===== src/pkg/stack_guard_defines.vh =====
`ifndef STACK_GUARD_DEFINES_VH
`define STACK_GUARD_DEFINES_VH

// Access kinds presented by the load/store pipeline
`define KIND_LOAD 3'h0
`define KIND_STORE 3'h1
`define KIND_AMO 3'h2
`define KIND_CBO 3'h3
`define KIND_FETCH 3'h4
`define KIND_STACK_PUSH 3'h5
`define KIND_STACK_POP_CHECK 3'h6
`define KIND_STACK_ATOMIC_SWAP 3'h7

// Effective privilege encodings
`define PRIV_USER 2'h0
`define PRIV_SUPER 2'h1
`define PRIV_MACHINE 2'h3

// Field positions of the three permission bits
`define PERM_R 0
`define PERM_W 1
`define PERM_X 2

// Permission encodings of interest (x,w,r)
`define PERM_STACK_PAGE 3'h2
`define PERM_READ_ONLY 3'h1

// Exception cause codes
`define CAUSE_FETCH_ACCESS 5'h01
`define CAUSE_LOAD_ACCESS 5'h05
`define CAUSE_STORE_ACCESS 5'h07
`define CAUSE_FETCH_PAGE 5'h0c
`define CAUSE_LOAD_PAGE 5'h0d
`define CAUSE_STORE_PAGE 5'h0f
`define CAUSE_FETCH_GUEST 5'h14
`define CAUSE_LOAD_GUEST 5'h15
`define CAUSE_STORE_GUEST 5'h17

// Reset values of the result registers
`define RESET_CAUSE 5'h00
`define RESET_HINT 2'h0

`endif


===== src/design/perm_decode.v =====
`timescale 1ns/1ps
`include "stack_guard_defines.vh"

// Classifies one stage's leaf permission bits
module perm_decode #(
  parameter STACK_CAPABLE = 1
) (
  // Permission bits and enable
  input wire [2:0] perm_in,
  input wire stack_enable_in,
  // Classification
  output wire is_stack_page_out,
  output wire is_read_only_out,
  output wire is_reserved_out
);

  // Write-only code seen on this stage, whether or not it can carry stack pages
  wire write_only_code;
  // Write-only code names a stack page only where enabled
  wire stack_code;

  assign write_only_code = (perm_in == `PERM_STACK_PAGE);
  assign stack_code = (STACK_CAPABLE != 0) && stack_enable_in && write_only_code;

  // Stack page output
  assign is_stack_page_out = stack_code;
  // Read-only page output
  assign is_read_only_out = (perm_in == `PERM_READ_ONLY);
  // Write without read stays reserved unless it is a stack page
  assign is_reserved_out = perm_in[`PERM_W] && !perm_in[`PERM_R] && !stack_code;

endmodule // perm_decode


===== src/design/shadow_stack_page_guard.v =====
`timescale 1ns/1ps
`include "stack_guard_defines.vh"

// Behaviour
// - Write-only first-stage code marks a stack page
// - Write-only code reserved while machine enable clear
// - Bare translation below machine: stack accesses fault
// - Machine-mode atomic swap always access faults
// - Other writes to stack pages access fault
// - Cache-block operations on stack pages fault
// - Implicit accesses fault with matching access type
// - Plain loads may read stack pages
// - Executable-readable setting ignored for stack pages
// - Stack instruction faults use store causes
// - Stack instructions need stack or read-only page
// - Read-only page gives store page fault
// - Writable or executable pages give access fault
// - Misaligned stack pointer on push or pop-check gives access fault
// - Stack accesses require idempotent memory
// - User and supervisor-user checks apply normally
// - Second-stage write-only code stays reserved
// - Second stage needs read-write else guest fault
// - Memory guard must grant read and write
// - Atomic swap needs swap-capable memory
// - Memory-type and contiguity hints pass unchanged
// - Enable changes act at once, nothing cached
module shadow_stack_page_guard (
  // Clock and reset
  input wire clk_sys_in,
  input wire rstn_in,
  // Access request
  input wire access_valid_in,
  input wire [2:0] access_kind_in,
  input wire [1:0] priv_in,
  input wire virt_in,
  input wire stack_misaligned_in,
  // Translation state
  input wire translation_bare_in,
  input wire machine_stack_protect_enable_in,
  input wire make_executable_readable_in,
  input wire supervisor_user_memory_access_in,
  // First-stage leaf entry
  input wire [2:0] leaf_perm_in,
  input wire leaf_user_in,
  input wire [1:0] leaf_mem_type_in,
  input wire leaf_contig_hint_in,
  // Second-stage leaf entry
  input wire g_stage_active_in,
  input wire [2:0] g_leaf_perm_in,
  input wire g_leaf_user_in,
  // Physical checks
  input wire physical_memory_guard_read_in,
  input wire physical_memory_guard_write_in,
  input wire physical_memory_guard_exec_in,
  input wire physical_memory_attributes_idempotent_in,
  input wire physical_memory_attributes_swap_in,
  // Check result
  output reg check_valid_out,
  output reg fault_out,
  output reg [4:0] cause_out,
  output reg stack_page_out,
  output reg [1:0] mem_type_out,
  output reg contig_hint_out
);

  // First-stage classification
  wire leaf_is_stack;
  wire leaf_is_read_only;
  wire leaf_is_reserved;
  // Second-stage classification, only the reserved flag is needed
  wire g_is_reserved;

  // Kind decode
  reg is_stack_insn; // Push, pop-check or atomic swap
  reg is_swap; // Stack atomic swap alone
  reg is_plain_write; // Ordinary store or atomic
  reg is_cbo; // Cache-block operation
  reg is_fetch; // Instruction fetch
  reg is_load; // Ordinary load
  // Permission outcomes
  reg below_machine; // Effective privilege below machine
  reg paged; // First-stage translation applies
  reg user_ok; // User bit and supervisor-user checks pass
  reg g_ok; // Second stage grants the access
  reg guard_ok; // Memory guard grants the access
  // First-stage grants for an ordinary page
  reg leaf_read_ok; // Readable, or executable with executable-readable set
  reg leaf_write_ok; // Writable
  reg leaf_exec_ok; // Executable
  reg leaf_grant; // Grant for the kind at hand
  // Next values of the result registers
  reg next_fault;
  reg [4:0] next_cause;

  // First stage may hold stack pages, enable read live each access
  perm_decode #(
    .STACK_CAPABLE(1)
  ) u_leaf_decode (
    .perm_in(leaf_perm_in),
    .stack_enable_in(machine_stack_protect_enable_in),
    .is_stack_page_out(leaf_is_stack),
    .is_read_only_out(leaf_is_read_only),
    .is_reserved_out(leaf_is_reserved)
  );

  // Second stage never carries stack pages
  perm_decode #(
    .STACK_CAPABLE(0)
  ) u_g_decode (
    .perm_in(g_leaf_perm_in),
    // Enable held low, so write-only code stays reserved here
    .stack_enable_in(1'b0),
    .is_stack_page_out(),
    .is_read_only_out(),
    .is_reserved_out(g_is_reserved)
  );

  // Access kind decode, compressed forms share the plain kind codes
  always @* begin
    // Stack instructions, whatever they do to memory
    is_stack_insn = (access_kind_in == `KIND_STACK_PUSH) ||
                    (access_kind_in == `KIND_STACK_POP_CHECK) ||
                    (access_kind_in == `KIND_STACK_ATOMIC_SWAP);
    // Swap has extra privilege and attribute checks
    is_swap = (access_kind_in == `KIND_STACK_ATOMIC_SWAP);
    // Ordinary stores and atomics count as writes
    is_plain_write = (access_kind_in == `KIND_STORE) || (access_kind_in == `KIND_AMO);
    // Cache-block operations are checked as writes
    is_cbo = (access_kind_in == `KIND_CBO);
    // Fetch is the only implicit access kind seen here
    is_fetch = (access_kind_in == `KIND_FETCH);
    // Plain load, the only non-stack kind allowed to read a stack page
    is_load = (access_kind_in == `KIND_LOAD);
  end

  // Privilege, translation and permission outcomes
  always @* begin
    // Effective privilege decides whether translation applies
    below_machine = (priv_in != `PRIV_MACHINE);
    // Machine mode behaves as untranslated
    paged = below_machine && !translation_bare_in;
    // User bit and supervisor-user access, same for stack accesses
    if (priv_in == `PRIV_USER) begin
      // User level may only touch user pages
      user_ok = leaf_user_in;
    end else if (leaf_user_in) begin
      // Supervisor reaches user pages only with the access flag, never to fetch
      user_ok = supervisor_user_memory_access_in && !is_fetch;
    end else begin
      // Supervisor page seen from supervisor level
      user_ok = 1'b1;
    end
    // Second stage, applied only when active
    if (!g_stage_active_in) begin
      // No second stage, nothing to refuse
      g_ok = 1'b1;
    end else if (!g_leaf_user_in || g_is_reserved) begin
      // Guest accesses need user pages, write-only code stays reserved
      g_ok = 1'b0;
    end else if (is_stack_insn) begin
      // Stack instructions need read and write in the second stage
      g_ok = g_leaf_perm_in[`PERM_R] && g_leaf_perm_in[`PERM_W];
    end else if (is_fetch) begin
      // Fetch needs execute
      g_ok = g_leaf_perm_in[`PERM_X];
    end else if (is_load) begin
      // Load may use executable pages when executable-readable is set
      g_ok = g_leaf_perm_in[`PERM_R] ||
             (make_executable_readable_in && g_leaf_perm_in[`PERM_X]);
    end else begin
      // Stores, atomics and cache-block operations need write
      g_ok = g_leaf_perm_in[`PERM_W];
    end
    // Memory guard per kind
    if (is_stack_insn) begin
      // Stack instructions need both read and write granted
      guard_ok = physical_memory_guard_read_in && physical_memory_guard_write_in;
    end else if (is_fetch) begin
      // Fetch needs execute granted
      guard_ok = physical_memory_guard_exec_in;
    end else if (is_load) begin
      // Load needs read granted
      guard_ok = physical_memory_guard_read_in;
    end else begin
      // Everything else is a write
      guard_ok = physical_memory_guard_write_in;
    end
    // First-stage grants, used for ordinary pages only
    leaf_read_ok = leaf_perm_in[`PERM_R] ||
                   (make_executable_readable_in && leaf_perm_in[`PERM_X]);
    leaf_write_ok = leaf_perm_in[`PERM_W];
    leaf_exec_ok = leaf_perm_in[`PERM_X];
    // Pick the grant that matches the access kind
    if (is_fetch) begin
      // Fetch needs execute
      leaf_grant = leaf_exec_ok;
    end else if (is_load) begin
      // Load needs read
      leaf_grant = leaf_read_ok;
    end else begin
      // Stores, atomics and cache-block operations need write
      leaf_grant = leaf_write_ok;
    end
  end

  // Fault selection in priority order
  // Stack instructions first, then ordinary accesses to stack pages, then the rest
  always @* begin
    // No fault unless a check below refuses the access
    next_fault = 1'b0;
    next_cause = `RESET_CAUSE;
    if (is_stack_insn) begin
      // All stack faults are reported as store kind
      // Checks run from alignment, privilege and bare translation to page, second-stage, then memory checks
      if (stack_misaligned_in && !is_swap) begin
        // Refused outright so that no handler emulates the access
        next_fault = 1'b1;
        next_cause = `CAUSE_STORE_ACCESS;
      end else if (is_swap && !below_machine) begin
        // Machine level has no stack pages for a swap to use
        next_fault = 1'b1;
        next_cause = `CAUSE_STORE_ACCESS;
      end else if (!paged) begin
        // Bare translation below machine forbids stack accesses
        next_fault = 1'b1;
        next_cause = `CAUSE_STORE_ACCESS;
      end else if (leaf_is_read_only || leaf_is_reserved || !user_ok) begin
        // Read-only page lets the handler copy on write
        next_fault = 1'b1;
        next_cause = `CAUSE_STORE_PAGE;
      end else if (!leaf_is_stack) begin
        // Any other valid page is a fatal mismatch
        next_fault = 1'b1;
        next_cause = `CAUSE_STORE_ACCESS;
      end else if (!g_ok) begin
        // Second stage lacks read and write
        next_fault = 1'b1;
        next_cause = `CAUSE_STORE_GUEST;
      end else if (!guard_ok || !physical_memory_attributes_idempotent_in) begin
        // Guard without read and write, or memory with side effects on read
        next_fault = 1'b1;
        next_cause = `CAUSE_STORE_ACCESS;
      end else if (is_swap && !physical_memory_attributes_swap_in) begin
        // Memory that cannot swap atomically
        next_fault = 1'b1;
        next_cause = `CAUSE_STORE_ACCESS;
      end
    end else if (paged && leaf_is_stack) begin
      // Ordinary access landing on a stack page
      if (is_plain_write || is_cbo) begin
        // Fatal, so an access fault rather than a page fault
        next_fault = 1'b1;
        next_cause = `CAUSE_STORE_ACCESS;
      end else if (is_fetch) begin
        // Implicit fetch refused with its own access type
        next_fault = 1'b1;
        next_cause = `CAUSE_FETCH_ACCESS;
      end else if (!user_ok) begin
        // Load still subject to the user checks
        next_fault = 1'b1;
        next_cause = `CAUSE_LOAD_PAGE;
      end else if (!g_ok) begin
        // Load refused by the second stage
        next_fault = 1'b1;
        next_cause = `CAUSE_LOAD_GUEST;
      end else if (!guard_ok) begin
        // Load refused by the memory guard
        next_fault = 1'b1;
        next_cause = `CAUSE_LOAD_ACCESS;
      end
      // Otherwise a load reads it, executable-readable not consulted
    end else begin
      // Ordinary access to an ordinary page
      if (paged && (leaf_is_reserved || !user_ok || !leaf_grant)) begin
        // First stage refuses, reported as a page fault of the access type
        next_fault = 1'b1;
        if (is_fetch) begin
          next_cause = `CAUSE_FETCH_PAGE;
        end else if (is_load) begin
          next_cause = `CAUSE_LOAD_PAGE;
        end else begin
          // Stores, atomics and cache-block operations
          next_cause = `CAUSE_STORE_PAGE;
        end
      end else if (!g_ok) begin
        // Second stage refuses
        next_fault = 1'b1;
        if (is_fetch) begin
          next_cause = `CAUSE_FETCH_GUEST;
        end else if (is_load) begin
          next_cause = `CAUSE_LOAD_GUEST;
        end else begin
          // Stores, atomics and cache-block operations
          next_cause = `CAUSE_STORE_GUEST;
        end
      end else if (!guard_ok) begin
        // Memory guard refuses
        next_fault = 1'b1;
        if (is_fetch) begin
          next_cause = `CAUSE_FETCH_ACCESS;
        end else if (is_load) begin
          next_cause = `CAUSE_LOAD_ACCESS;
        end else begin
          // Stores, atomics and cache-block operations
          next_cause = `CAUSE_STORE_ACCESS;
        end
      end
    end
  end

  // Result registers, one cycle after the request
  // Every edge takes a fresh decision, nothing is held between requests
  always @(posedge clk_sys_in or negedge rstn_in) begin
    if (!rstn_in) begin
      // All results clear while in reset
      check_valid_out <= 1'b0;
      fault_out <= 1'b0;
      cause_out <= `RESET_CAUSE;
      stack_page_out <= 1'b0;
      mem_type_out <= `RESET_HINT;
      contig_hint_out <= 1'b0;
    end else begin
      // Valid follows the request one cycle late
      check_valid_out <= access_valid_in;
      // Results only meaningful with a valid request
      if (access_valid_in) begin
        fault_out <= next_fault;
        cause_out <= next_cause;
        stack_page_out <= paged && leaf_is_stack;
        // Hint fields pass untouched to the memory system
        mem_type_out <= leaf_mem_type_in;
        contig_hint_out <= leaf_contig_hint_in;
      end else begin
        // Idle cycles show zeros so a stale result never looks current
        fault_out <= 1'b0;
        cause_out <= `RESET_CAUSE;
        stack_page_out <= 1'b0;
        mem_type_out <= `RESET_HINT;
        contig_hint_out <= 1'b0;
      end
    end
  end

endmodule // shadow_stack_page_guard


===== config.mk =====
export PLATFORM = sky130hd
export DESIGN_NAME = shadow_stack_page_guard
export DESIGN_NICKNAME = d
export VERILOG_FILES = /design/src/design/perm_decode.v /design/src/design/shadow_stack_page_guard.v
export VERILOG_INCLUDE_DIRS = /design/src /design/src/pkg
export SDC_FILE = /design/constraint.sdc
export NUM_CORES = 1
export LEC_CHECK = 0
export ABC_AREA = 1
export BUFFER_PORTS_ARGS = -buffer_cell sky130_fd_sc_hd__buf_2
export CELL_PAD_IN_SITES_DETAIL_PLACEMENT = 0
export CELL_PAD_IN_SITES_GLOBAL_PLACEMENT = 1
export CORE_ASPECT_RATIO = 0.6
export CORE_MARGIN = 3
export CORE_UTILIZATION = 29
export DETAILED_ROUTE_END_ITERATION = 10
export GPL_TIMING_DRIVEN = 0
export PLACE_DENSITY = 0.8
export SETUP_SLACK_MARGIN = 0.05
export SYNTH_ARGS = -nofsm -noshare
export SYNTH_HDL_FRONTEND = slang
export SYNTH_SLANG_ARGS = --single-unit

===== constraint.sdc =====
create_clock -name clk_sys_in -period 0.8 [get_ports clk_sys_in]
set_input_delay 0.2 -clock clk_sys_in [delete_from_list [all_inputs] [get_ports clk_sys_in]]
set_output_delay 0.2 -clock clk_sys_in [all_outputs]
set_load 0.02 [all_outputs]

==> key figures, run 1 <==
Status
  • Outcome: finished with violations
  • Failing checks: negative setup slack

Pwr
  • Final Power: around 0.0018 W
  • Combinational share of power: 37.2%
  • Int Power: between 0.001 and 0.0015 W
  • Switching share of power: 30.7%
  • Switching power total: 0.000555 W
  • Worst VDD drop: 752 uV
  • Clk pwr share: 29.2%
  • Leakage: 0.800 nW
  • Power Dens Cells: 1210 nW/um^2
  • Seq pwr share: 33.6%

Die
  • Die Span Y: roughly 47 um
  • Die ar.: 3430 sq um
  • Chip Width: 73.7 um
  • I/O pins: 42
  • Core Region: 2560 sq um
  • Initial Util: 31.2%
  • Site row count: 14

GRT
  • Antenna violations before repair: 0
  • First-pass GRT wire length: 3440 um
  • Pin count of the biggest net entering global routing: 12
  • Vias in the first global route: 796
  • GRT overflow: 0
  • Total track usage: between 10% and 20%

Yosys
  • Avg Synthesized Cell Area: slightly below 7 sq um
  • Synth area leader: dfrtp_1
  • Cell variety after synth: 23
  • Synth top cells by count: 31 x nand2_1, 15 x inv_1, 13 x nor2_1
  • EDFF count, synth: 0
  • Syn_nets: 147
  • Sequential element share of the synthesized area: about 35%
  • Netlist Area Pre-Place: 797 sq um
  • Area share of the largest cell type after synthesis: 34.5%
  • Mapped Cells: 116
  • FF+latch count, synth: 11
  • Top-count cell post-synth: nand2_1
  • Predominant post-synthesis flop cell: dfrtp_1
  • Synth warn: 0
  • Largest cells by area after synthesis: dfrtp_1 35%, nand2_1 15%, inv_1 7.1%
  • Async SR Flop Fraction: 100%

Setup path
  • Worst path cell trace: buf_8 > nor2_4 > buf_4 > buf_6 > o22ai_2 > a21oi_2 > inv_2 > nor2_4 > nand3_2 > nand2_1 > a21oi_2
  • Data arrival, critical path: ~1.4 ns
  • Crit path kind: in -> reg
  • Worst EP required: 0.92 ns
  • CP startpoint kind: primary input
  • CP max-delay cell: nor2_4
  • WP buf/inv: 4
  • Stages on the worst setup path: 11
  • Crit path max-delay family: simple AND/OR/NAND/NOR gates
  • Max Fanout on Critical Path: 7
  • Crit path largest cell delay: between 0.2 and 0.25 ns
  • Setup crit end kind: flip-flop

Hold path
  • Worst hold path stage count: 3
  • Hold Path Class: in -> reg

Route
  • Initial DRC count: 44
  • DR WL/cell: around 12 um
  • Final WL: 2390 um
  • Post-DRT Antenna Nets: 0
  • Vias: 906
  • # DRC: 0
  • DRT Pass-1 Iters: 4
  • Vias per cell: 4.38

Placed design
  • PortBufs: 40
  • Gp weighted congestion: approximately 0.86
  • Placed cell area: 1040 sq um
  • Post-Place Worst Slack: -0.819 ns
  • DP HPWL: 1630 um

Clock tree
  • CTS Buffer Depth: 2
  • CTS tree: built
  • Clock slew at the register clock pins of the worst setup and hold paths: 0.05 ns
  • Clk sinks: 11
  • Root buffer cell: clkbuf_8
  • TritonCTS Buffers: 3
  • H-tree levels: 1

Final layout
  • ANT cells: 0
  • Fillers: 227
  • Layout cells sized above 1: 59.4%
  • Multi-input logic area: 613 sq um
  • Finished Cell Area: between 1000 and 1500 sq um
  • Register area: 275 sq um
  • Layout Area Growth over Synthesis: 86.8%
  • Post-layout net count: 207

Flow run
  • Max_cap viols: 0

STA
  • Finish-stage setup viols: 17
  • Max Freq: 763 MHz
  • Hold Vio Cnt, Final: 0
  • Unrepaired setup endpoints after global routing: true
  • Rel. slew slack: 83.3%
  • Hold slack: 0.161 ns
  • Min Tclk post-route: between 1 and 1.5 ns
  • Setup_tns: -4.24 ns
  • Final worst path period share: 164%
  • Final WS setup: -0.510 ns
  • Worst slew pin tran: ~0.25 ns
  • Count of pins over their slew limit: 0
## worst paths after layout
kind                                startpoint                        end  slack (ns)
setup / recovery             access_kind_in[0]        fault_out$_DFF_PN0_       -0.51
hold / removal             leaf_contig_hint_in  contig_hint_out$_DFF_PN0_        0.16
max in group asynchronous              rstn_in  mem_type_out[0]$_DFF_PN0_        0.22
min in group asynchronous              rstn_in  check_valid_out$_DFF_PN0_        0.38
## flip-flops by register name, indices dropped and copies added (netlist names)
signal and count:
cause_out 5, contig_hint_out 1, mem_type_out 2, check_valid_out 1, fault_out 1, stack_page_out 1
## per-layer routing
metal	vias up	track usage, %	part of all wire, %
li1	482	-	-
met1	397	18.1	46
met2	27	21.3	48
met3	0	2.83	6.3
met4	0	1.81	0
met5	-	0	0
## layout by cell type (no fill, tap or decap), types with 4 or more instances in the layout
master,synthesis,layout
a21oi_2,1,6
buf_2,0,25
buf_4,0,10
buf_6,0,16
dfrtp_1,11,11
inv_1,15,14
inv_2,5,4
nand2_1,31,25
nand2_2,4,4
nand2_4,1,7
nand3_1,8,6
nor2_1,13,9
nor2_4,2,6
## stage by stage
stage / utilization (%) / std cells
after floorplan: - / 116
after global placement: 40.8 / 188
after detailed placement: 40.8 / 188
after CTS: 50.0 / 198
after global routing: 58.2 / 207
final: 58.2 / 207
## cell type report
type	count	area share (%)
tap	32	2.69
inverter	20	5.38
timing repair buffer	55	29.2
sequential	11	18.5
multi-input combinational	85	41.2
clock buffer	4	3.03
## cells by family (layout without fill, tap and decap cells)
group | after synthesis | after routing | synth area share [%]
compound gates | 16 | 16 | 12.2
buf+inv | 20 | 79 | 9.42
flops | 11 | 11 | 34.5
simple gates | 69 | 69 | 43.8
## power by group through the flow
| stage | combinational, W | sequential, W | clock (W) |
|---|---|---|---|
| 6_report | 0.000672 | 0.000608 | 0.000527 |
| 3_5_place_dp | 0.000444 | 0.000606 | 0 |
| 5_1_grt | 0.000734 | 0.000609 | 0.000577 |
| 2_1_floorplan | 0.000224 | 0.000654 | 0 |
| 3_3_place_gp | 0.000437 | 0.000607 | 0 |
| 4_1_cts | 0.000556 | 0.000606 | 0.000542 |
## repair_timing
action	CTS	global route
cloned	0	0
hold buffers	1	0
setup endpoints to repair	17	18
buffers inserted	5	9
gates resized for setup	41	35
endpoints found under the hold margin	11	0
pin swaps	14	24
No activity file was read; power rests on OpenSTA's default activity.
==> run 2: changes to the inputs <==
- MAX_ROUTING_LAYER: not set -> met4
- RECOVER_POWER: not set -> 100
==> run 2 against run 1 <==
Sequential power about the same. Hold slack about the same. Core utilization down 0.20 points. Die area unchanged. Maximum frequency down 0.15%. Design area down 0.34%. Clock power about the same. Critical path type unchanged. Power about the same. The flow still finishes with violations (negative setup slack). Combinational power about the same. Non-clock buffer count unchanged. Sequential cell count unchanged. First-iteration DRC count down 2.3%.
==> key figures, run 2 (synthesized netlist as in run 1, its figures left out) <==
Status
  • Outcome: finished with violations (unchanged)
  • Failing checks: negative setup slack (unchanged)

STA
  • Unrepaired setup endpoints after global routing: true (unchanged)
  • Hold Vio Cnt, Final: 0 (unchanged)
  • Final WS setup: -0.512 ns (was -0.510 ns)
  • Max Freq: 762 MHz (was 763 MHz)
  • Setup_tns: -4.24 ns (about the same)
  • Count of pins over their slew limit: 0 (unchanged)
  • Final worst path period share: 164% (about the same)
  • Min Tclk post-route: 1.31 ns (about the same)
  • Hold slack: 0.160 ns (was 0.161 ns)
  • Rel. slew slack: 82.1% (was 83.3%)
  • Worst slew pin tran: 0.269 ns (was 0.250 ns)
  • Finish-stage setup viols: 17 (unchanged)

Final layout
  • Max reg flops: 5 (unchanged)
  • Leading cell type in the layout, fill and taps excluded: nand2_1
  • Layout cells sized above 1: 59.4% (unchanged)
  • Reg with most FFs: cause_out (unchanged)
  • Commonest non-fill, non-tap cells in the layout: 25 x nand2_1, 24 x buf_2, 16 x buf_6, 14 x inv_1, 11 x dfrtp_1 (was 25 x nand2_1, 25 x buf_2, 16 x buf_6, 14 x inv_1, 11 x dfrtp_1)
  • Layout Area Growth over Synthesis: 86.2% (was 86.8%)
  • Post-layout net count: 207 (unchanged)
  • Final core utilization: 58.0% (was 58.2%)
  • ANT cells: 0 (unchanged)
  • Largest registers: cause_out x5, mem_type_out x2 (unchanged)
  • Finished Cell Area: 1480 sq um (was 1490 sq um)

Pwr
  • Worst VDD drop: 753 uV (was 752 uV)
  • Leakage: 0.800 nW (about the same)
  • Clk pwr share: 29.2% (about the same)
  • Switching share of power: 30.7% (about the same)
  • Seq pwr share: 33.7% (was 33.6%)
  • Power Dens Cells: 1220 nW/um^2 (was 1210 nW/um^2)
  • Combinational share of power: 37.1% (was 37.2%)
  • Switching power total: 0.000555 W (about the same)
  • Int Power: 0.00125 W (about the same)

GRT
  • First-pass GRT wire length: 3440 um (unchanged)
  • Vias in the first global route: 797 (was 796)
  • GRT overflow: 0 (unchanged)
  • Antenna violations before repair: 0 (unchanged)
  • Total track usage: 13.4% (was 13.0%)
  • Pin count of the biggest net entering global routing: 12 (unchanged)

Die
  • Core Region: 2560 sq um (unchanged)
  • Die ar.: 3430 sq um (unchanged)
  • Chip Width: 73.7 um (unchanged)
  • I/O pins: 42 (unchanged)
  • Die Span Y: 46.6 um (unchanged)
  • Initial Util: 31.2% (unchanged)
  • Site row count: 14 (unchanged)

Setup path
  • Max Fanout on Critical Path: 7 (unchanged)
  • Data arrival, critical path: 1.43 ns (about the same)
  • Setup crit end kind: flip-flop (unchanged)
  • Crit path kind: in -> reg (unchanged)
  • Worst EP required: 0.92 ns (about the same)
  • CP startpoint kind: primary input (unchanged)

Route
  • Post-DRT Antenna Nets: 0 (unchanged)
  • DR WL/cell: 11.6 um (about the same)
  • Final WL: 2410 um (was 2390 um)
  • Initial DRC count: 43 (was 44)
  • # DRC: 0 (unchanged)
  • Vias per cell: 4.43 (was 4.38)
  • Vias: 917 (was 906)
  • DRT Pass-1 Iters: 4 (unchanged)

Clock tree
  • CTS tree: built (unchanged)
  • Root buffer cell: clkbuf_8 (unchanged)
  • Clk sinks: 11 (unchanged)
  • H-tree levels: 1 (unchanged)
  • TritonCTS Buffers: 3 (unchanged)
  • CTS Buffer Depth: 2 (unchanged)
  • Clock slew at the register clock pins of the worst setup and hold paths: 0.05 ns (about the same)

Placed design
  • Placed cell area: 1040 sq um (unchanged)
  • DP HPWL: 1630 um (unchanged)
  • PortBufs: 40 (unchanged)
  • Gp weighted congestion: 0.872 (was 0.859)
  • Post-Place Worst Slack: -0.819 ns (unchanged)

Flow run
  • Max_cap viols: 0 (unchanged)

Hold path
  • Hold Path Class: in -> reg (unchanged)
==> run 2: cell count changes in the layout (fill, tap and decap cells not counted), sizes merged <==
| cell | delta |
|---|---|
| clkbuf | +1 |
| buf | -1 |
==> run 2: path summary, 6_finish.rpt <==
path	end	cells after the start	start	slack, ns
max	fault_out$_DFF_PN0_	11	access_kind_in[0]	-0.51
min	contig_hint_out$_DFF_PN0_	3	leaf_contig_hint_in	0.16
max in group asynchronous	mem_type_out[0]$_DFF_PN0_	2	rstn_in	0.19
min in group asynchronous	cause_out[1]$_DFF_PN0_	2	rstn_in	0.39
==> run 2: area by class of cell <==
type | count | area (sq um)
Clock buffer | 4 | 45.0
Multi-Input combinational cell | 85 | 608
Tap cell | 32 | 40.0
Fill cell | 228 | 1070
Timing Repair Buffer | 55 | 435
Sequential cell | 11 | 275
Inverter | 20 | 80.1
==> run 2: layer usage <==
layer	vias up	track usage [%]	routed length, um
li1	482	-	-
met1	402	18.3	1100
met2	33	21.3	1160
met3	0	2.61	148
met4	0	1.81	0
met5	-	-	0
==> run 2: stage by stage <==
step / total power [W] / instances
global route: 0.00192 / 207
finish: 0.00181 / 207
detailed placement: 0.00105 / 188
floorplan: 0.000878 / 116
global placement: 0.00104 / 188
CTS: 0.00170 / 198
==> run 2: critical path, stage by stage <==
cell and delay [ns]:
buf_8 0.10, nor2_4 0.21, buf_4 0.15, buf_6 0.09
o22ai_2 0.07, a21oi_2 0.14, inv_2 0.08, nor2_4 0.15
nand3_2 0.11, nand2_1 0.09, a21oi_2 0.05
==> run 2: power groups by stage <==
stage	Combinational (W)	Sequential [W]	Clock [W]
final	0.000670	0.000608	0.000527
after global routing	0.000732	0.000609	0.000577
after CTS	0.000556	0.000606	0.000542
after detailed placement	0.000444	0.000606	0
after global placement	0.000437	0.000607	0
after floorplan	0.000224	0.000654	0
==> run 2: what timing repair did <==
item / in CTS / in global routing
resized for setup: 41 / 35
hold buffers: 1 / 0
buffers inserted: 5 / 9
setup endpoints to repair: 17 / 18
cloned: 0 / 0
pin swaps: 14 / 24
endpoints found under the hold margin: 11 / 0
